==> config.mk <==
export PLATFORM = sky130hd
export DESIGN_NAME = afe_ctrl_regs
export DESIGN_NICKNAME = d
export VERILOG_FILES = /design/src/rtl/afe_ctrl_pkg.sv /design/src/rtl/afe_ctrl_regs.sv
export VERILOG_INCLUDE_DIRS = /design/src /design/src/rtl
export SDC_FILE = /design/constraint.sdc
export NUM_CORES = 1
export LEC_CHECK = 0
export ABC_CLOCK_PERIOD_IN_PS = 2400
export BUFFER_PORTS_ARGS = -buffer_cell sky130_fd_sc_hd__buf_2
export CAP_MARGIN = 20
export CORE_MARGIN = 4
export CORE_UTILIZATION = 52
export CTS_BUF_LIST = sky130_fd_sc_hd__clkbuf_8 sky130_fd_sc_hd__clkbuf_16
export CTS_CLUSTER_DIAMETER = 120
export DETAILED_ROUTE_END_ITERATION = 8
export GPL_ROUTABILITY_DRIVEN = 0
export PLACE_DENSITY = 0.8
export SLEW_MARGIN = 10
export SYNTH_ARGS = -nofsm -noshare
export SYNTH_HDL_FRONTEND = slang
export SYNTH_SLANG_ARGS = --single-unit
==> constraint.sdc <==
create_clock -name clock -period 2.4 [get_ports clock]
set_input_delay 0.24 -clock clock [delete_from_list [all_inputs] [get_ports clock]]
set_output_delay 0.24 -clock clock [all_outputs]
set_load 0.02 [all_outputs]
==> src/rtl/afe_ctrl_cfg.svh <==
// register indices, field positions, reset values, reset time and clock rate of the control bank
`ifndef AFE_CTRL_CFG_SVH
`define AFE_CTRL_CFG_SVH

// register indices; byte address on the bus is four times the index
`define IDX_GREEN_FINE 5'h07
`define IDX_BLUE_FINE 5'h08
`define IDX_GREEN_EVEN_FINE 5'h0d
`define IDX_BLUE_EVEN_FINE 5'h0e
`define IDX_CONTROL 5'h0f
`define IDX_DELAY_IO 5'h10
`define IDX_DELAY_BLACK 5'h11
`define IDX_DELAY_VIDEO 5'h12
`define IDX_DELAY_XFER 5'h13
`define IDX_MODE 5'h14

// reset values
`define RST_FINE 10'h200
`define RST_CONTROL 8'h00
`define RST_DELAY_IO 8'h80
`define RST_DELAY_ZERO 8'h00
`define RST_MODE 8'h01

// control register field positions
`define CTL_CONV_POL 7
`define CTL_CLAMP_POL 6
`define CTL_BLACK_POL 5
`define CTL_VIDEO_POL 4
`define CTL_DLP_OFF 3
`define CTL_PWR_DOWN 2
`define CTL_BUS_DIS 1
`define CTL_GLOBAL_RST 0

// mode register field positions
`define MODE_ALTERNATE_PIXEL_OFFSET_MODE 1
`define MODE_GOM 0

// self-clear time of the global reset bit and the clock rate
`define GLOBAL_RST_NS 10
`define CLOCK_MHZ 40

`endif

==> src/rtl/afe_ctrl_pkg.sv <==
// types shared by the front-end control bank
`default_nettype none
package afe_ctrl_pkg;

    // raw timing inputs of the front end
    typedef struct packed {
        logic conv_clock;
        logic line_clamp;
        logic black_sample;
        logic video_sample;
    } timing_pins_t;

    // every delay code handed to the analog delay lines
    typedef struct packed {
        logic [3:0] offset_gain_sample_delay;
        logic [3:0] output_data_delay;
        logic [3:0] black_lead_delay;
        logic [3:0] black_trail_delay;
        logic [3:0] video_lead_delay;
        logic [3:0] video_trail_delay;
        logic [3:0] offset_gain_transfer_delay;
        logic [3:0] conversion_clock_delay;
    } delay_codes_t;

    // fine offsets currently applied after the gain stage
    typedef struct packed {
        logic [9:0] green_fine_offset_field;
        logic [9:0] blue_fine_offset_field;
    } fine_offsets_t;

    // decoded register address
    typedef struct packed {
        logic hit;
        logic [4:0] index;
    } reg_decode_t;

endpackage
`default_nettype wire

==> src/rtl/afe_ctrl_regs.sv <==
// control, polarity, fine-offset and delay register bank of the imaging front end
//
// The Avalon-MM interface to the registers was chosen for this implementation.
`timescale 1ns/1ps
`default_nettype none
`include "afe_ctrl_cfg.svh"

// Functional notes
// - green even fine offset, 1 mV steps
// - blue even fine offset, 10-bit, mid-scale default
// - control bits D7..D0, all default zero
// - each timing input has own polarity bit
// - conversion clock polarity bit inverts internal clock
// - clamp active high at 0, odd from fall
// - black polarity selects sampling edge
// - video polarity selects sampling edge
// - power-down bit enters low-power state
// - bus-disable bit floats conversion output bus
// - global reset restores defaults, self-clears
// - upper first delay nibble: offset/gain sample
// - lower first delay nibble: output data delay
// - black pulse leading edge delay code
// - black pulse trailing edge delay code
// - video pulse leading edge delay code
// - video pulse trailing edge delay code
// - offset/gain transfer pulse delay code
// - conversion clock delay code
// - alternate mode needs its bit, gain mode clear
module afe_ctrl_regs (
    // clock and reset
    input wire logic clock,
    input wire logic rstn,
    // avalon-mm slave
    input wire logic [6:0] address,
    input wire logic read,
    input wire logic write,
    input wire logic [31:0] writedata,
    input wire logic [3:0] byteenable,
    output logic [31:0] readdata,
    output logic waitrequest,
    // timing inputs from the pins
    input wire afe_ctrl_pkg::timing_pins_t timing_pins,
    // polarity-corrected internal timing
    output logic conv_clock_int,
    output logic line_clamp_active,
    output logic black_sample_take,
    output logic video_sample_take,
    output logic odd_pixel,
    // operating state
    output logic power_down,
    output logic dynamic_low_power_off,
    output logic conv_output_bus_enable,
    output afe_ctrl_pkg::fine_offsets_t fine_offsets,
    output afe_ctrl_pkg::delay_codes_t delay_codes
);

    // global reset self-clear time as a cycle count, never below one cycle
    localparam int RST_CYC_RAW = (`GLOBAL_RST_NS * `CLOCK_MHZ) / 1000;
    localparam int RST_CYC = (RST_CYC_RAW < 1) ? 1 : RST_CYC_RAW;
    localparam logic [3:0] RST_CYC_W = 4'(RST_CYC);

    // decode a byte address into a register index; misaligned or unmapped misses
    function automatic afe_ctrl_pkg::reg_decode_t decode(input logic [6:0] addr);
        afe_ctrl_pkg::reg_decode_t d;
        d.index = addr[6:2];
        case (addr[6:2])
            `IDX_GREEN_FINE, `IDX_BLUE_FINE, `IDX_GREEN_EVEN_FINE, `IDX_BLUE_EVEN_FINE,
            `IDX_CONTROL, `IDX_DELAY_IO, `IDX_DELAY_BLACK, `IDX_DELAY_VIDEO,
            `IDX_DELAY_XFER, `IDX_MODE: begin
                d.hit = (addr[1:0] == 2'h0);
            end
            default: begin
                d.hit = 1'b0;
            end
        endcase
        return d;
    endfunction

    // merge a 10-bit field with write data under the two low byte lanes
    function automatic logic [9:0] merge10(input logic [9:0] old, input logic [31:0] wd,
                                           input logic [3:0] be);
        logic [9:0] m;
        m = old;
        if (be[0]) begin
            m[7:0] = wd[7:0];
        end
        if (be[1]) begin
            m[9:8] = wd[9:8];
        end
        return m;
    endfunction

    // bus handshake state
    logic wait_ff; // waitrequest, high until the slave answers
    logic [31:0] rdata_ff; // read data captured when the answer is given

    // register storage
    logic [9:0] green_fine_ff; // ordinary green fine offset
    logic [9:0] blue_fine_ff; // ordinary blue fine offset
    logic [9:0] green_even_fine_ff; // green even-pixel fine offset
    logic [9:0] blue_even_fine_ff; // blue even-pixel fine offset
    logic [7:0] control_ff; // control / polarity bits
    logic [7:0] delay_io_ff; // offset/gain sample and output data delays
    logic [7:0] delay_black_ff; // black pulse edge delays
    logic [7:0] delay_video_ff; // video pulse edge delays
    logic [7:0] delay_xfer_ff; // transfer pulse and conversion clock delays
    logic [7:0] mode_ff; // mode bits, of which two steer this block
    logic [3:0] rst_cnt_ff; // cycles left before the global reset bit clears

    // pin synchronisers and edge history
    afe_ctrl_pkg::timing_pins_t pins_meta_ff; // first stage, read only by the second
    afe_ctrl_pkg::timing_pins_t pins_sync_ff; // second stage
    logic clamp_act_d_ff; // previous clamp activity
    logic black_act_d_ff; // previous black sample activity
    logic video_act_d_ff; // previous video sample activity

    // output flops
    logic conv_int_ff;
    logic clamp_act_ff;
    logic black_take_ff;
    logic video_take_ff;
    logic odd_ff;
    logic bus_en_ff;
    afe_ctrl_pkg::fine_offsets_t offs_ff;

    // combinational helpers
    afe_ctrl_pkg::reg_decode_t dec; // decode of the current address
    logic wr_hit; // write accepted this edge
    logic soft_rst; // global reset is clearing the bank this edge
    logic [31:0] nxt_rdata; // read value of the addressed register
    logic clamp_act; // clamp activity after polarity
    logic black_act; // black sample activity after polarity
    logic video_act; // video sample activity after polarity
    logic alt_mode; // alternate pixel offset mode in force

    assign dec = decode(address);
    // a write takes effect only at the edge where waitrequest is seen low
    assign wr_hit = write && !wait_ff && dec.hit;
    // defaults load while the reset bit stands and its count has run out
    // at this clock rate the short self-clear time rounds up to one whole cycle,
    // so a read right after the write may still see the reset bit set
    assign soft_rst = control_ff[`CTL_GLOBAL_RST] && (rst_cnt_ff <= 4'h1);

    // read multiplexer; the unused upper bits come back as zero
    always_comb begin
        nxt_rdata = 32'h0000_0000;
        if (dec.hit) begin
            case (dec.index)
                `IDX_GREEN_FINE: nxt_rdata[9:0] = green_fine_ff;
                `IDX_BLUE_FINE: nxt_rdata[9:0] = blue_fine_ff;
                `IDX_GREEN_EVEN_FINE: nxt_rdata[9:0] = green_even_fine_ff;
                `IDX_BLUE_EVEN_FINE: nxt_rdata[9:0] = blue_even_fine_ff;
                `IDX_CONTROL: nxt_rdata[7:0] = control_ff;
                `IDX_DELAY_IO: nxt_rdata[7:0] = delay_io_ff;
                `IDX_DELAY_BLACK: nxt_rdata[7:0] = delay_black_ff;
                `IDX_DELAY_VIDEO: nxt_rdata[7:0] = delay_video_ff;
                `IDX_DELAY_XFER: nxt_rdata[7:0] = delay_xfer_ff;
                `IDX_MODE: nxt_rdata[7:0] = mode_ff;
                default: nxt_rdata = 32'h0000_0000;
            endcase
        end
    end

    // bus handshake: one wait cycle, then the answer for exactly one edge
    always_ff @(posedge clock or negedge rstn) begin
        if (!rstn) begin
            wait_ff <= 1'b1;
            rdata_ff <= 32'h0000_0000;
        end else if ((read || write) && wait_ff) begin
            // answer now; read data stands at the edge the master takes it
            wait_ff <= 1'b0;
            rdata_ff <= nxt_rdata;
        end else begin
            wait_ff <= 1'b1;
        end
    end

    // fine offset registers; the global reset returns them to mid-scale
    always_ff @(posedge clock or negedge rstn) begin
        if (!rstn) begin
            green_fine_ff <= `RST_FINE;
            blue_fine_ff <= `RST_FINE;
            green_even_fine_ff <= `RST_FINE;
            blue_even_fine_ff <= `RST_FINE;
        end else if (soft_rst) begin
            green_fine_ff <= `RST_FINE;
            blue_fine_ff <= `RST_FINE;
            green_even_fine_ff <= `RST_FINE;
            blue_even_fine_ff <= `RST_FINE;
        end else if (wr_hit) begin
            case (dec.index)
                `IDX_GREEN_FINE: green_fine_ff <= merge10(green_fine_ff, writedata, byteenable);
                `IDX_BLUE_FINE: blue_fine_ff <= merge10(blue_fine_ff, writedata, byteenable);
                `IDX_GREEN_EVEN_FINE: begin
                    green_even_fine_ff <= merge10(green_even_fine_ff, writedata, byteenable);
                end
                `IDX_BLUE_EVEN_FINE: begin
                    blue_even_fine_ff <= merge10(blue_even_fine_ff, writedata, byteenable);
                end
                default: begin
                    // other registers are handled by their own processes
                end
            endcase
        end
    end

    // control register and the self-clearing global reset bit
    always_ff @(posedge clock or negedge rstn) begin
        if (!rstn) begin
            control_ff <= `RST_CONTROL;
            rst_cnt_ff <= 4'h0;
        end else if (soft_rst) begin
            // the reset bit clears itself together with everything else
            control_ff <= `RST_CONTROL;
            rst_cnt_ff <= 4'h0;
        end else if (control_ff[`CTL_GLOBAL_RST]) begin
            // writes are held off while the reset runs out its time
            rst_cnt_ff <= rst_cnt_ff - 4'h1;
        end else if (wr_hit && dec.index == `IDX_CONTROL && byteenable[0]) begin
            control_ff <= writedata[7:0];
            if (writedata[`CTL_GLOBAL_RST]) begin
                rst_cnt_ff <= RST_CYC_W;
            end
        end
    end

    // delay registers; only the low byte lane carries any bits
    always_ff @(posedge clock or negedge rstn) begin
        if (!rstn) begin
            delay_io_ff <= `RST_DELAY_IO;
            delay_black_ff <= `RST_DELAY_ZERO;
            delay_video_ff <= `RST_DELAY_ZERO;
            delay_xfer_ff <= `RST_DELAY_ZERO;
        end else if (soft_rst) begin
            delay_io_ff <= `RST_DELAY_IO;
            delay_black_ff <= `RST_DELAY_ZERO;
            delay_video_ff <= `RST_DELAY_ZERO;
            delay_xfer_ff <= `RST_DELAY_ZERO;
        end else if (wr_hit && byteenable[0]) begin
            case (dec.index)
                `IDX_DELAY_IO: delay_io_ff <= writedata[7:0];
                `IDX_DELAY_BLACK: delay_black_ff <= writedata[7:0];
                `IDX_DELAY_VIDEO: delay_video_ff <= writedata[7:0];
                `IDX_DELAY_XFER: delay_xfer_ff <= writedata[7:0];
                default: begin
                    // not a delay register
                end
            endcase
        end
    end

    // mode register; only the alternate offset and gain mode bits act here
    always_ff @(posedge clock or negedge rstn) begin
        if (!rstn) begin
            mode_ff <= `RST_MODE;
        end else if (soft_rst) begin
            mode_ff <= `RST_MODE;
        end else if (wr_hit && dec.index == `IDX_MODE && byteenable[0]) begin
            mode_ff <= writedata[7:0];
        end
    end

    // two-stage synchroniser on every timing pin
    always_ff @(posedge clock or negedge rstn) begin
        if (!rstn) begin
            pins_meta_ff <= '0;
            pins_sync_ff <= '0;
        end else begin
            pins_meta_ff <= timing_pins;
            pins_sync_ff <= pins_meta_ff;
        end
    end

    // polarity correction: each input is xor-ed with its own polarity bit
    assign clamp_act = pins_sync_ff.line_clamp ^ control_ff[`CTL_CLAMP_POL];
    assign black_act = pins_sync_ff.black_sample ^ control_ff[`CTL_BLACK_POL];
    assign video_act = pins_sync_ff.video_sample ^ control_ff[`CTL_VIDEO_POL];

    // edge history of the corrected activity levels
    always_ff @(posedge clock or negedge rstn) begin
        if (!rstn) begin
            clamp_act_d_ff <= 1'b0;
            black_act_d_ff <= 1'b0;
            video_act_d_ff <= 1'b0;
        end else begin
            clamp_act_d_ff <= clamp_act;
            black_act_d_ff <= black_act;
            video_act_d_ff <= video_act;
        end
    end

    // internal timing outputs; sample pulses are quiet in power-down
    always_ff @(posedge clock or negedge rstn) begin
        if (!rstn) begin
            conv_int_ff <= 1'b0;
            clamp_act_ff <= 1'b0;
            black_take_ff <= 1'b0;
            video_take_ff <= 1'b0;
        end else begin
            // inverted clock is high while the conversion clock pin is low
            conv_int_ff <= pins_sync_ff.conv_clock ^ control_ff[`CTL_CONV_POL];
            clamp_act_ff <= clamp_act;
            // end of the active level is the falling edge at polarity 0, rising at 1
            black_take_ff <= black_act_d_ff && !black_act
                             && !control_ff[`CTL_PWR_DOWN];
            video_take_ff <= video_act_d_ff && !video_act
                             && !control_ff[`CTL_PWR_DOWN];
        end
    end

    // pixel parity: the end of clamping marks the next pixel odd, each video sample flips it
    always_ff @(posedge clock or negedge rstn) begin
        if (!rstn) begin
            odd_ff <= 1'b1;
        end else if (clamp_act_d_ff && !clamp_act) begin
            odd_ff <= 1'b1;
        end else if (video_act_d_ff && !video_act) begin
            odd_ff <= !odd_ff;
        end
    end

    // alternate offset mode only counts with fixed gain/offset operation
    assign alt_mode = mode_ff[`MODE_ALTERNATE_PIXEL_OFFSET_MODE] && !mode_ff[`MODE_GOM];

    // applied fine offsets: even registers on even pixels in alternate mode
    always_ff @(posedge clock or negedge rstn) begin
        if (!rstn) begin
            offs_ff <= {`RST_FINE, `RST_FINE};
        end else if (alt_mode && !odd_ff) begin
            offs_ff.green_fine_offset_field <= green_even_fine_ff;
            offs_ff.blue_fine_offset_field <= blue_even_fine_ff;
        end else begin
            offs_ff.green_fine_offset_field <= green_fine_ff;
            offs_ff.blue_fine_offset_field <= blue_fine_ff;
        end
    end

    // output bus enable follows the disable bit
    always_ff @(posedge clock or negedge rstn) begin
        if (!rstn) begin
            bus_en_ff <= 1'b1;
        end else begin
            bus_en_ff <= !control_ff[`CTL_BUS_DIS];
        end
    end

    // outputs
    assign readdata = rdata_ff;
    assign waitrequest = wait_ff;
    assign conv_clock_int = conv_int_ff;
    assign line_clamp_active = clamp_act_ff;
    assign black_sample_take = black_take_ff;
    assign video_sample_take = video_take_ff;
    assign odd_pixel = odd_ff;
    assign power_down = control_ff[`CTL_PWR_DOWN];
    assign dynamic_low_power_off = control_ff[`CTL_DLP_OFF];
    assign conv_output_bus_enable = bus_en_ff;
    assign fine_offsets = offs_ff;
    // delay codes drive the analog delay lines straight from the registers
    assign delay_codes.offset_gain_sample_delay = delay_io_ff[7:4];
    assign delay_codes.output_data_delay = delay_io_ff[3:0];
    assign delay_codes.black_lead_delay = delay_black_ff[7:4];
    assign delay_codes.black_trail_delay = delay_black_ff[3:0];
    assign delay_codes.video_lead_delay = delay_video_ff[7:4];
    assign delay_codes.video_trail_delay = delay_video_ff[3:0];
    assign delay_codes.offset_gain_transfer_delay = delay_xfer_ff[7:4];
    assign delay_codes.conversion_clock_delay = delay_xfer_ff[3:0];

endmodule

`default_nettype wire

==> results.json, run 1 <==
{
  "status": "finished, final reports clean",
  "synthCells": 631,
  "p_sw_w": 0.001444,
  "drc": 0,
  "fin_tns_setup_ps": 0,
  "arrival_ps": 2380,
  "path_max_fanout": 27,
  "p_comb_frac": 0.091,
  "drv_slew": 0,
  "synthArstFlopShare": 1.000,
  "tightest_slew_ps": 684.7,
  "drt_wl_total_microns": 18360,
  "numPortBuffers": 97,
  "r2r-start": "waitrequest",
  "vias_per_cell": 5.952,
  "yosys.area.top_type": "dfrtp_1",
  "cts_root_buffer": "clkbuf_16",
  "syn_area_sq_um": 6482,
  "p_per_area_nw_per_um2": 744.4,
  "synth_cell_types": 55,
  "coreArea_sq_um": 12110,
  "numCtsBuffers": 17,
  "p_sw_frac": 0.2521,
  "fill_cells": 976,
  "hp-start": "writedata[9]",
  "antenna_left": 0,
  "fin_cells": 910,
  "grt_max_degree": 75,
  "whs_ps": 129.7,
  "synth.avg_cell_area_sq_um": 10.27,
  "antenna_found_initial": 1,
  "die_y_microns": 119.7,
  "fin_nets": 781,
  "required_ps": 2690,
  "synth_edf_count": 0,
  "vias": 5416,
  "yosys-top-cells-area": "dfrtp_1 49%, nand2_1 5.0%, a21oi_1 4.8%",
  "drt_iter0_drc": 646,
  "dieWidth_microns": 119.7,
  "relSlewSlack": 0.5435,
  "syn2layout_area_growth_pct": 18.70,
  "utilization": 0.6353,
  "rsz0062_at_grt": "no",
  "p_leak_nw": 3.792,
  "dpl_worst_slack_ps": 383.7,
  "grt_usage": 0.2645,
  "layout_setup_ws_ps": 318.9,
  "htreeDepth": 4,
  "ys_seq_area_frac": 0.5387,
  "clockBufferDepth": 2,
  "period_needed_ps": 2081,
  "grt_overflow_total": 0,
  "drv_cap": 0,
  "num_rows": 40,
  "synth_seq_cells": 139,
  "ys.flop_type": "dfrtp_1",
  "finalHoldViolations": 0,
  "drive_gt1_frac": 0.2834,
  "grt_pass1_vias": 5367,
  "cts_tree": "done",
  "dieArea_sq_um": 14320,
  "start_util": 0.5352,
  "place_hpwl_microns": 12570,
  "crit_type": "reg2reg",
  "hold_class": "in2reg",
  "r2r_slack_ps": 320,
  "clock_sinks": 139,
  "finalSetupViolCount": 0,
  "skew_ps": 7.526,
  "yosys.area.top_type_share": 0.4941,
  "peakVddDrop_mv": 0.4810,
  "io_pins": 144,
  "p_clk_frac": 0.459,
  "synth-warning-count": 0,
  "grt_pass1_wl_microns": 29240,
  "critPathCaptureType": "flip-flop",
  "cts_setup_buffers": 0,
  "worst_skew_pair.late_latency_ps": 420,
  "p_int_w": 0.004284,
  "power_frac_seq": 0.450,
  "wire_per_inst_microns": 20.17,
  "crit_start": "waitrequest",
  "clk_pin_slew_ps": 60,
  "placed_cells_incl_taps": 872,
  "worst_setup_path_start_kind": "flip-flop",
  "post-route-period-util": 0.8671,
  "drtPass1Iterations": 5,
  "fmax_mhz": 480.5
}
[Yosys cell counts (2+ instances only)]
library cell  count
dfrtp_1         128
nand2_1          86
a21oi_1          62
nand3_1          53
buf_4            31
nor2_1           31
mux2i_1          28
mux2_2           21
buf_2            20
o21ai_0          19
clkbuf_1         17
a22oi_1          16
a22o_1           12
dfstp_2          11
a221oi_1          8
nand2_2           8
a21oi_2           7
inv_1             7
nor3_1            7
xor2_1            5
a31oi_1           4
a32oi_1           3
and2_1            3
nand2b_1          3
nor2b_1           3
nor3b_1           3
a21boi_0          2
and3_1            2
ha_1              2
nand3_2           2
nand4_1           2
nor4b_1           2
[metrics by stage]
stage               total power, W  area, sq um
floorplan                 0.002923         6561
global placement          0.003095         7047
detailed placement        0.003126         7047
CTS                       0.005751         7692
global route              0.005946         7695
finish                    0.005728         7695
[power groups by stage]
| stage | Clock, W | Sequential (W) | Combinational, W |
|---|---|---|---|
| after floorplan | 0 | 0.00264 | 0.000284 |
| after global placement | 0 | 0.00261 | 0.000490 |
| after detailed placement | 0 | 0.00261 | 0.000511 |
| after CTS | 0.00265 | 0.00258 | 0.000522 |
| after global routing | 0.00279 | 0.00259 | 0.000572 |
| final | 0.00263 | 0.00258 | 0.000523 |
[critical path: stages, from the launching register on]
cell     delay [ps]
dfstp_2         370
nor4b_1         340
buf_4           210
and2_2          320
buf_12          210
nand2_1         240
nand2_1         170
a21oi_1          80
[flip-flops by register name, summed over array words and instances (netlist names), 10 cells and up]
register            flops
green_fine_ff          10
blue_even_fine_ff      10
fine_offsets           20
blue_fine_ff           10
readdata               10
green_even_fine_ff     10
[per-layer routing]
layer	vias up	global-route usage	share of wire
met1	2661	0.3447	0.40
met3	61	0.08388	0.099
met4	0	0.1131	0.037
li1	2379	-	-
met5	-	0	0
met2	315	0.4089	0.46
[path summary, 6_finish.rpt]
path                            cells past startpoint                     to
worst max-delay path                                7  green_even_fine_ff[1]
worst min-delay path                                3       green_fine_ff[9]
worst max register to register                      7  green_even_fine_ff[1]
worst min register to register                      0        pins_sync_ff[2]
max in group asynchronous                           3         delay_io_ff[7]
min in group asynchronous                           2          rst_cnt_ff[1]
[timing repair]
action / in CTS / in global routing
resized for setup: 0 / 0
hold endpoints to repair: 68 / 0
hold buffers: 5 / 0
[kinds of logic (layout without fill, tap and decap cells)]
group,count (synthesis),in the layout,synth area share
compound gates,141,141,0.1382
other cells,1,23,0.0005785
simple gates,217,217,0.1629
fa+ha+maj,2,2,0.003860
mux,49,49,0.07972
buf+inv,77,166,0.06929
xor+xnor,5,5,0.006755
flops,139,139,0.5387
[cell usage in the layout, fill, tap and decap left out, types with 4 or more instances in the layout]
cell / instances
conb_1: 22
dfstp_2: 11
mux2_2: 21
nor3_1: 7
dfrtp_1: 128
a221oi_1: 8
xor2_1: 5
nand2_2: 8
a21oi_2: 7
a22o_1: 12
buf_4: 24
clkinv_2: 5
inv_1: 9
o21ai_0: 19
nand2_1: 86
nor2_1: 31
a22oi_1: 16
buf_2: 96
clkbuf_16: 17
a21oi_1: 62
nand3_1: 53
a31oi_1: 4
mux2i_1: 28
dlygate4sd3_1: 5
[cell type report]
cell class	count	area, sq um	area share
clock inverters	14	156.4	0.02033
repair buffers	127	742.0	0.09642
multi-input cells	436	2626	0.3413
flip-flops and latches	139	3492	0.4538
clock buffers	18	439.2	0.05707
well taps	168	210.2	0.02732
diodes	1	2.502	0.0003252
inverters	7	26.28	0.003415
Note: power is estimated with default switching activity, not from simulation.
==> run 2, diff against run 1 <==
- ABC_AREA: unset -> 1
==> run 2 against run 1 <==
  * Power shrank 4.4%
  * Sequential power down 6%
  * Final area rose by 0.98%
  * Sequential share of layout area shrank 0.44 points
  * Utilization is 0.89 points higher
  * Clock skew grew 3.6 ps
  * Critical endpoint is now delay_xfer_ff[0]
  * Cell count rose by 14%
  * Wire length decreased by 5.6%
  * Worst hold slack got worse by 97 ps
==> results.json, run 2 <==
{
  "status": "finished, final reports clean",
  "die_y_microns": 119.4,
  "finalHoldViolations": 0,
  "finalSetupViolCount": 0,
  "worst_setup_path_start_kind": "flip-flop",
  "grt_pass1_vias": 5181,
  "num_rows": 40,
  "clk_pin_slew_ps": 60,
  "crit_start": "rst_cnt_ff[0]",
  "whs_path_depth": 3,
  "post-synth-top-count-cell": "nand2_1",
  "arrival_ps": 2620,
  "p_leak_nw": 3.990,
  "hp-start": "writedata[3]",
  "synth_seq_cells": 139,
  "peakVddDrop_mv": 0.5931,
  "yosys.area.top_type": "dfrtp_1",
  "grt_overflow_total": 0,
  "htreeDepth": 4,
  "drt_iter0_drc": 571,
  "vias_per_cell": 5.255,
  "required_ps": 2740,
  "synth_edf_count": 0,
  "hold_class": "in2reg",
  "skew_ps": 11.08,
  "drc": 0,
  "critPathCaptureType": "flip-flop",
  "tightest_slew_ps": 511.5,
  "synthCells": 737,
  "place_hpwl_microns": 12280,
  "min_to": "control_ff[3]",
  "fin_total_pwr_w": 0.005479,
  "io_pins": 144,
  "drive_gt1_frac": 0.2377,
  "numPortBuffers": 97,
  "synth.avg_cell_area_sq_um": 8.762,
  "coreArea_sq_um": 12060,
  "wire_per_inst_microns": 16.66,
  "drv_slew": 0,
  "ys_seq_area_frac": 0.5408,
  "largest_reg_flops": 20,
  "syn2layout_area_growth_pct": 20.33,
  "grt_usage": 0.2494,
  "rr_worst_depth": 10,
  "antenna_found_initial": 1,
  "p_per_area_nw_per_um2": 705.1,
  "synthArstFlopShare": 1.000,
  "rsz0062_at_grt": "no",
  "ys.flop_type": "dfrtp_1",
  "path_max_fanout": 19,
  "crit_type": "reg2reg",
  "fin_nets": 911,
  "dieArea_sq_um": 14260,
  "yosys-top-cells-area": "dfrtp_1 50%, nand2_1 13%, o21ai_0 5.1%",
  "fill_cells": 973,
  "synth_cell_types": 36,
  "cts_root_buffer": "clkbuf_16",
  "yosys.area.top_type_share": 0.4960,
  "numCtsBuffers": 17,
  "period_needed_ps": 2279,
  "drt_wl_total_microns": 17330,
  "r2r_slack_ps": 120,
  "grt_pass1_wl_microns": 27390,
  "cts_setup_buffers": 0,
  "grt_max_degree": 55,
  "fin_tns_setup_ps": 0,
  "relSlewSlack": 0.6581,
  "drtPass1Iterations": 6,
  "clock_sinks": 139,
  "syn_area_sq_um": 6457,
  "dieWidth_microns": 119.4,
  "drv_cap": 0,
  "synth-warning-count": 0,
  "worst_skew_pair.late_latency_ps": 420,
  "final_cell_mix": "221 x nand2_1, 128 x dfrtp_1, 96 x buf_2",
  "final_common_cell": "nand2_1",
  "vias": 5465,
  "antenna_left": 0,
  "start_util": 0.5354,
  "post-route-period-util": 0.9494,
  "clockBufferDepth": 2,
  "cts_tree": "done",
  "rr_endpoint": "delay_xfer_ff[0]",
  "fmax_mhz": 438.9,
  "r2r-start": "rst_cnt_ff[0]",
  "synthTopCellsByCount": "223 x nand2_1, 128 x dfrtp_1, 78 x inv_1"
}
[run 2: changes by cell type in the layout (fill, tap and decap cells not counted), sizes merged, moves of 8 or more]
cell,change
buf,-8
mux2i,-28
a22o,-12
a22oi,-16
a221oi,-8
o21ai,+84
o22ai,+12
inv,+76
mux2,-21
nand2,+133
a21oi,-56
[run 2: worst max-delay path, stage by stage (launching register included)]
cell and delay, ps:
dfrtp_1 430, inv_1 80, ha_1 220, o21ai_1 290
nor2_4 130, inv_1 100, buf_4 250, nand2_1 240
inv_1 280, nand2_1 90, o21ai_0 70
[run 2: how the worst max path moves through the flow]
stage / endpoint / slack (ps)
after floorplan: blue_even_fine_ff[8] / 510
after global placement: delay_io_ff[6] / 290
after detailed placement: delay_io_ff[6] / 200
after CTS: delay_io_ff[6] / 140
after global routing: delay_io_ff[6] / 3
final: delay_xfer_ff[0] / 120
[run 2: where the power goes]
group | switching [W] | internal (W)
clock network | 0.000987 | 0.00171
logic | 0.000263 | 0.0000938
registers | 0.0000288 | 0.00240
total | 0.00128 | 0.00420
[run 2: kinds of logic after synthesis]
kind of cell / synth area share
AOI/OAI and AO/OA: 0.1227
other: 0.0005807
xor gates and xnor gates: 0.005425
buffers and inverters: 0.09262
DFF: 0.5408
and+or+nand+nor: 0.2341
adders and majority gates: 0.003875
[run 2: what timing repair did]
action	4_1_cts	5_1_grt
setup endpoints to repair	0	12
hold buffers	5	0
resized for setup	0	4
hold endpoints to repair	53	0
[run 2: metrics by stage]
step	cells	hold slack (ps)	setup WS [ps]	instance area, sq um	util
6_report	1040	32.52	121.4	7770	0.6442
5_1_grt	1040	37.27	2.801	7770	0.6442
4_1_cts	1039	21.77	139.7	7762	0.6436
3_5_place_dp	1002	226.6	201.3	7099	0.5886
3_3_place_gp	1002	226.6	289.8	7099	0.5886
2_1_floorplan	758	-55.59	510.1	6536	-
[run 2: layer usage]
layer	vias up	global-route usage	share of wire
met5	-	0	0
met4	0	0.1095	0.035
met1	2535	0.3405	0.40
met2	306	0.3818	0.47
li1	2580	-	-
met3	44	0.05888	0.094
[run 2: area by class of cell]
| type | instances | area, sq um | area share |
|---|---|---|---|
| Multi-Input combinational cell | 496 | 2451 | 0.3155 |
| Inverter | 85 | 319.1 | 0.04106 |
| Clock buffer | 20 | 466.7 | 0.06006 |
| Timing Repair Buffer | 119 | 681.9 | 0.08776 |
| Antenna cell | 1 | 2.502 | 0.0003221 |
| Sequential cell | 139 | 3492 | 0.4494 |
| Clock inverter | 12 | 146.4 | 0.01884 |
| Tap cell | 168 | 210.2 | 0.02705 |
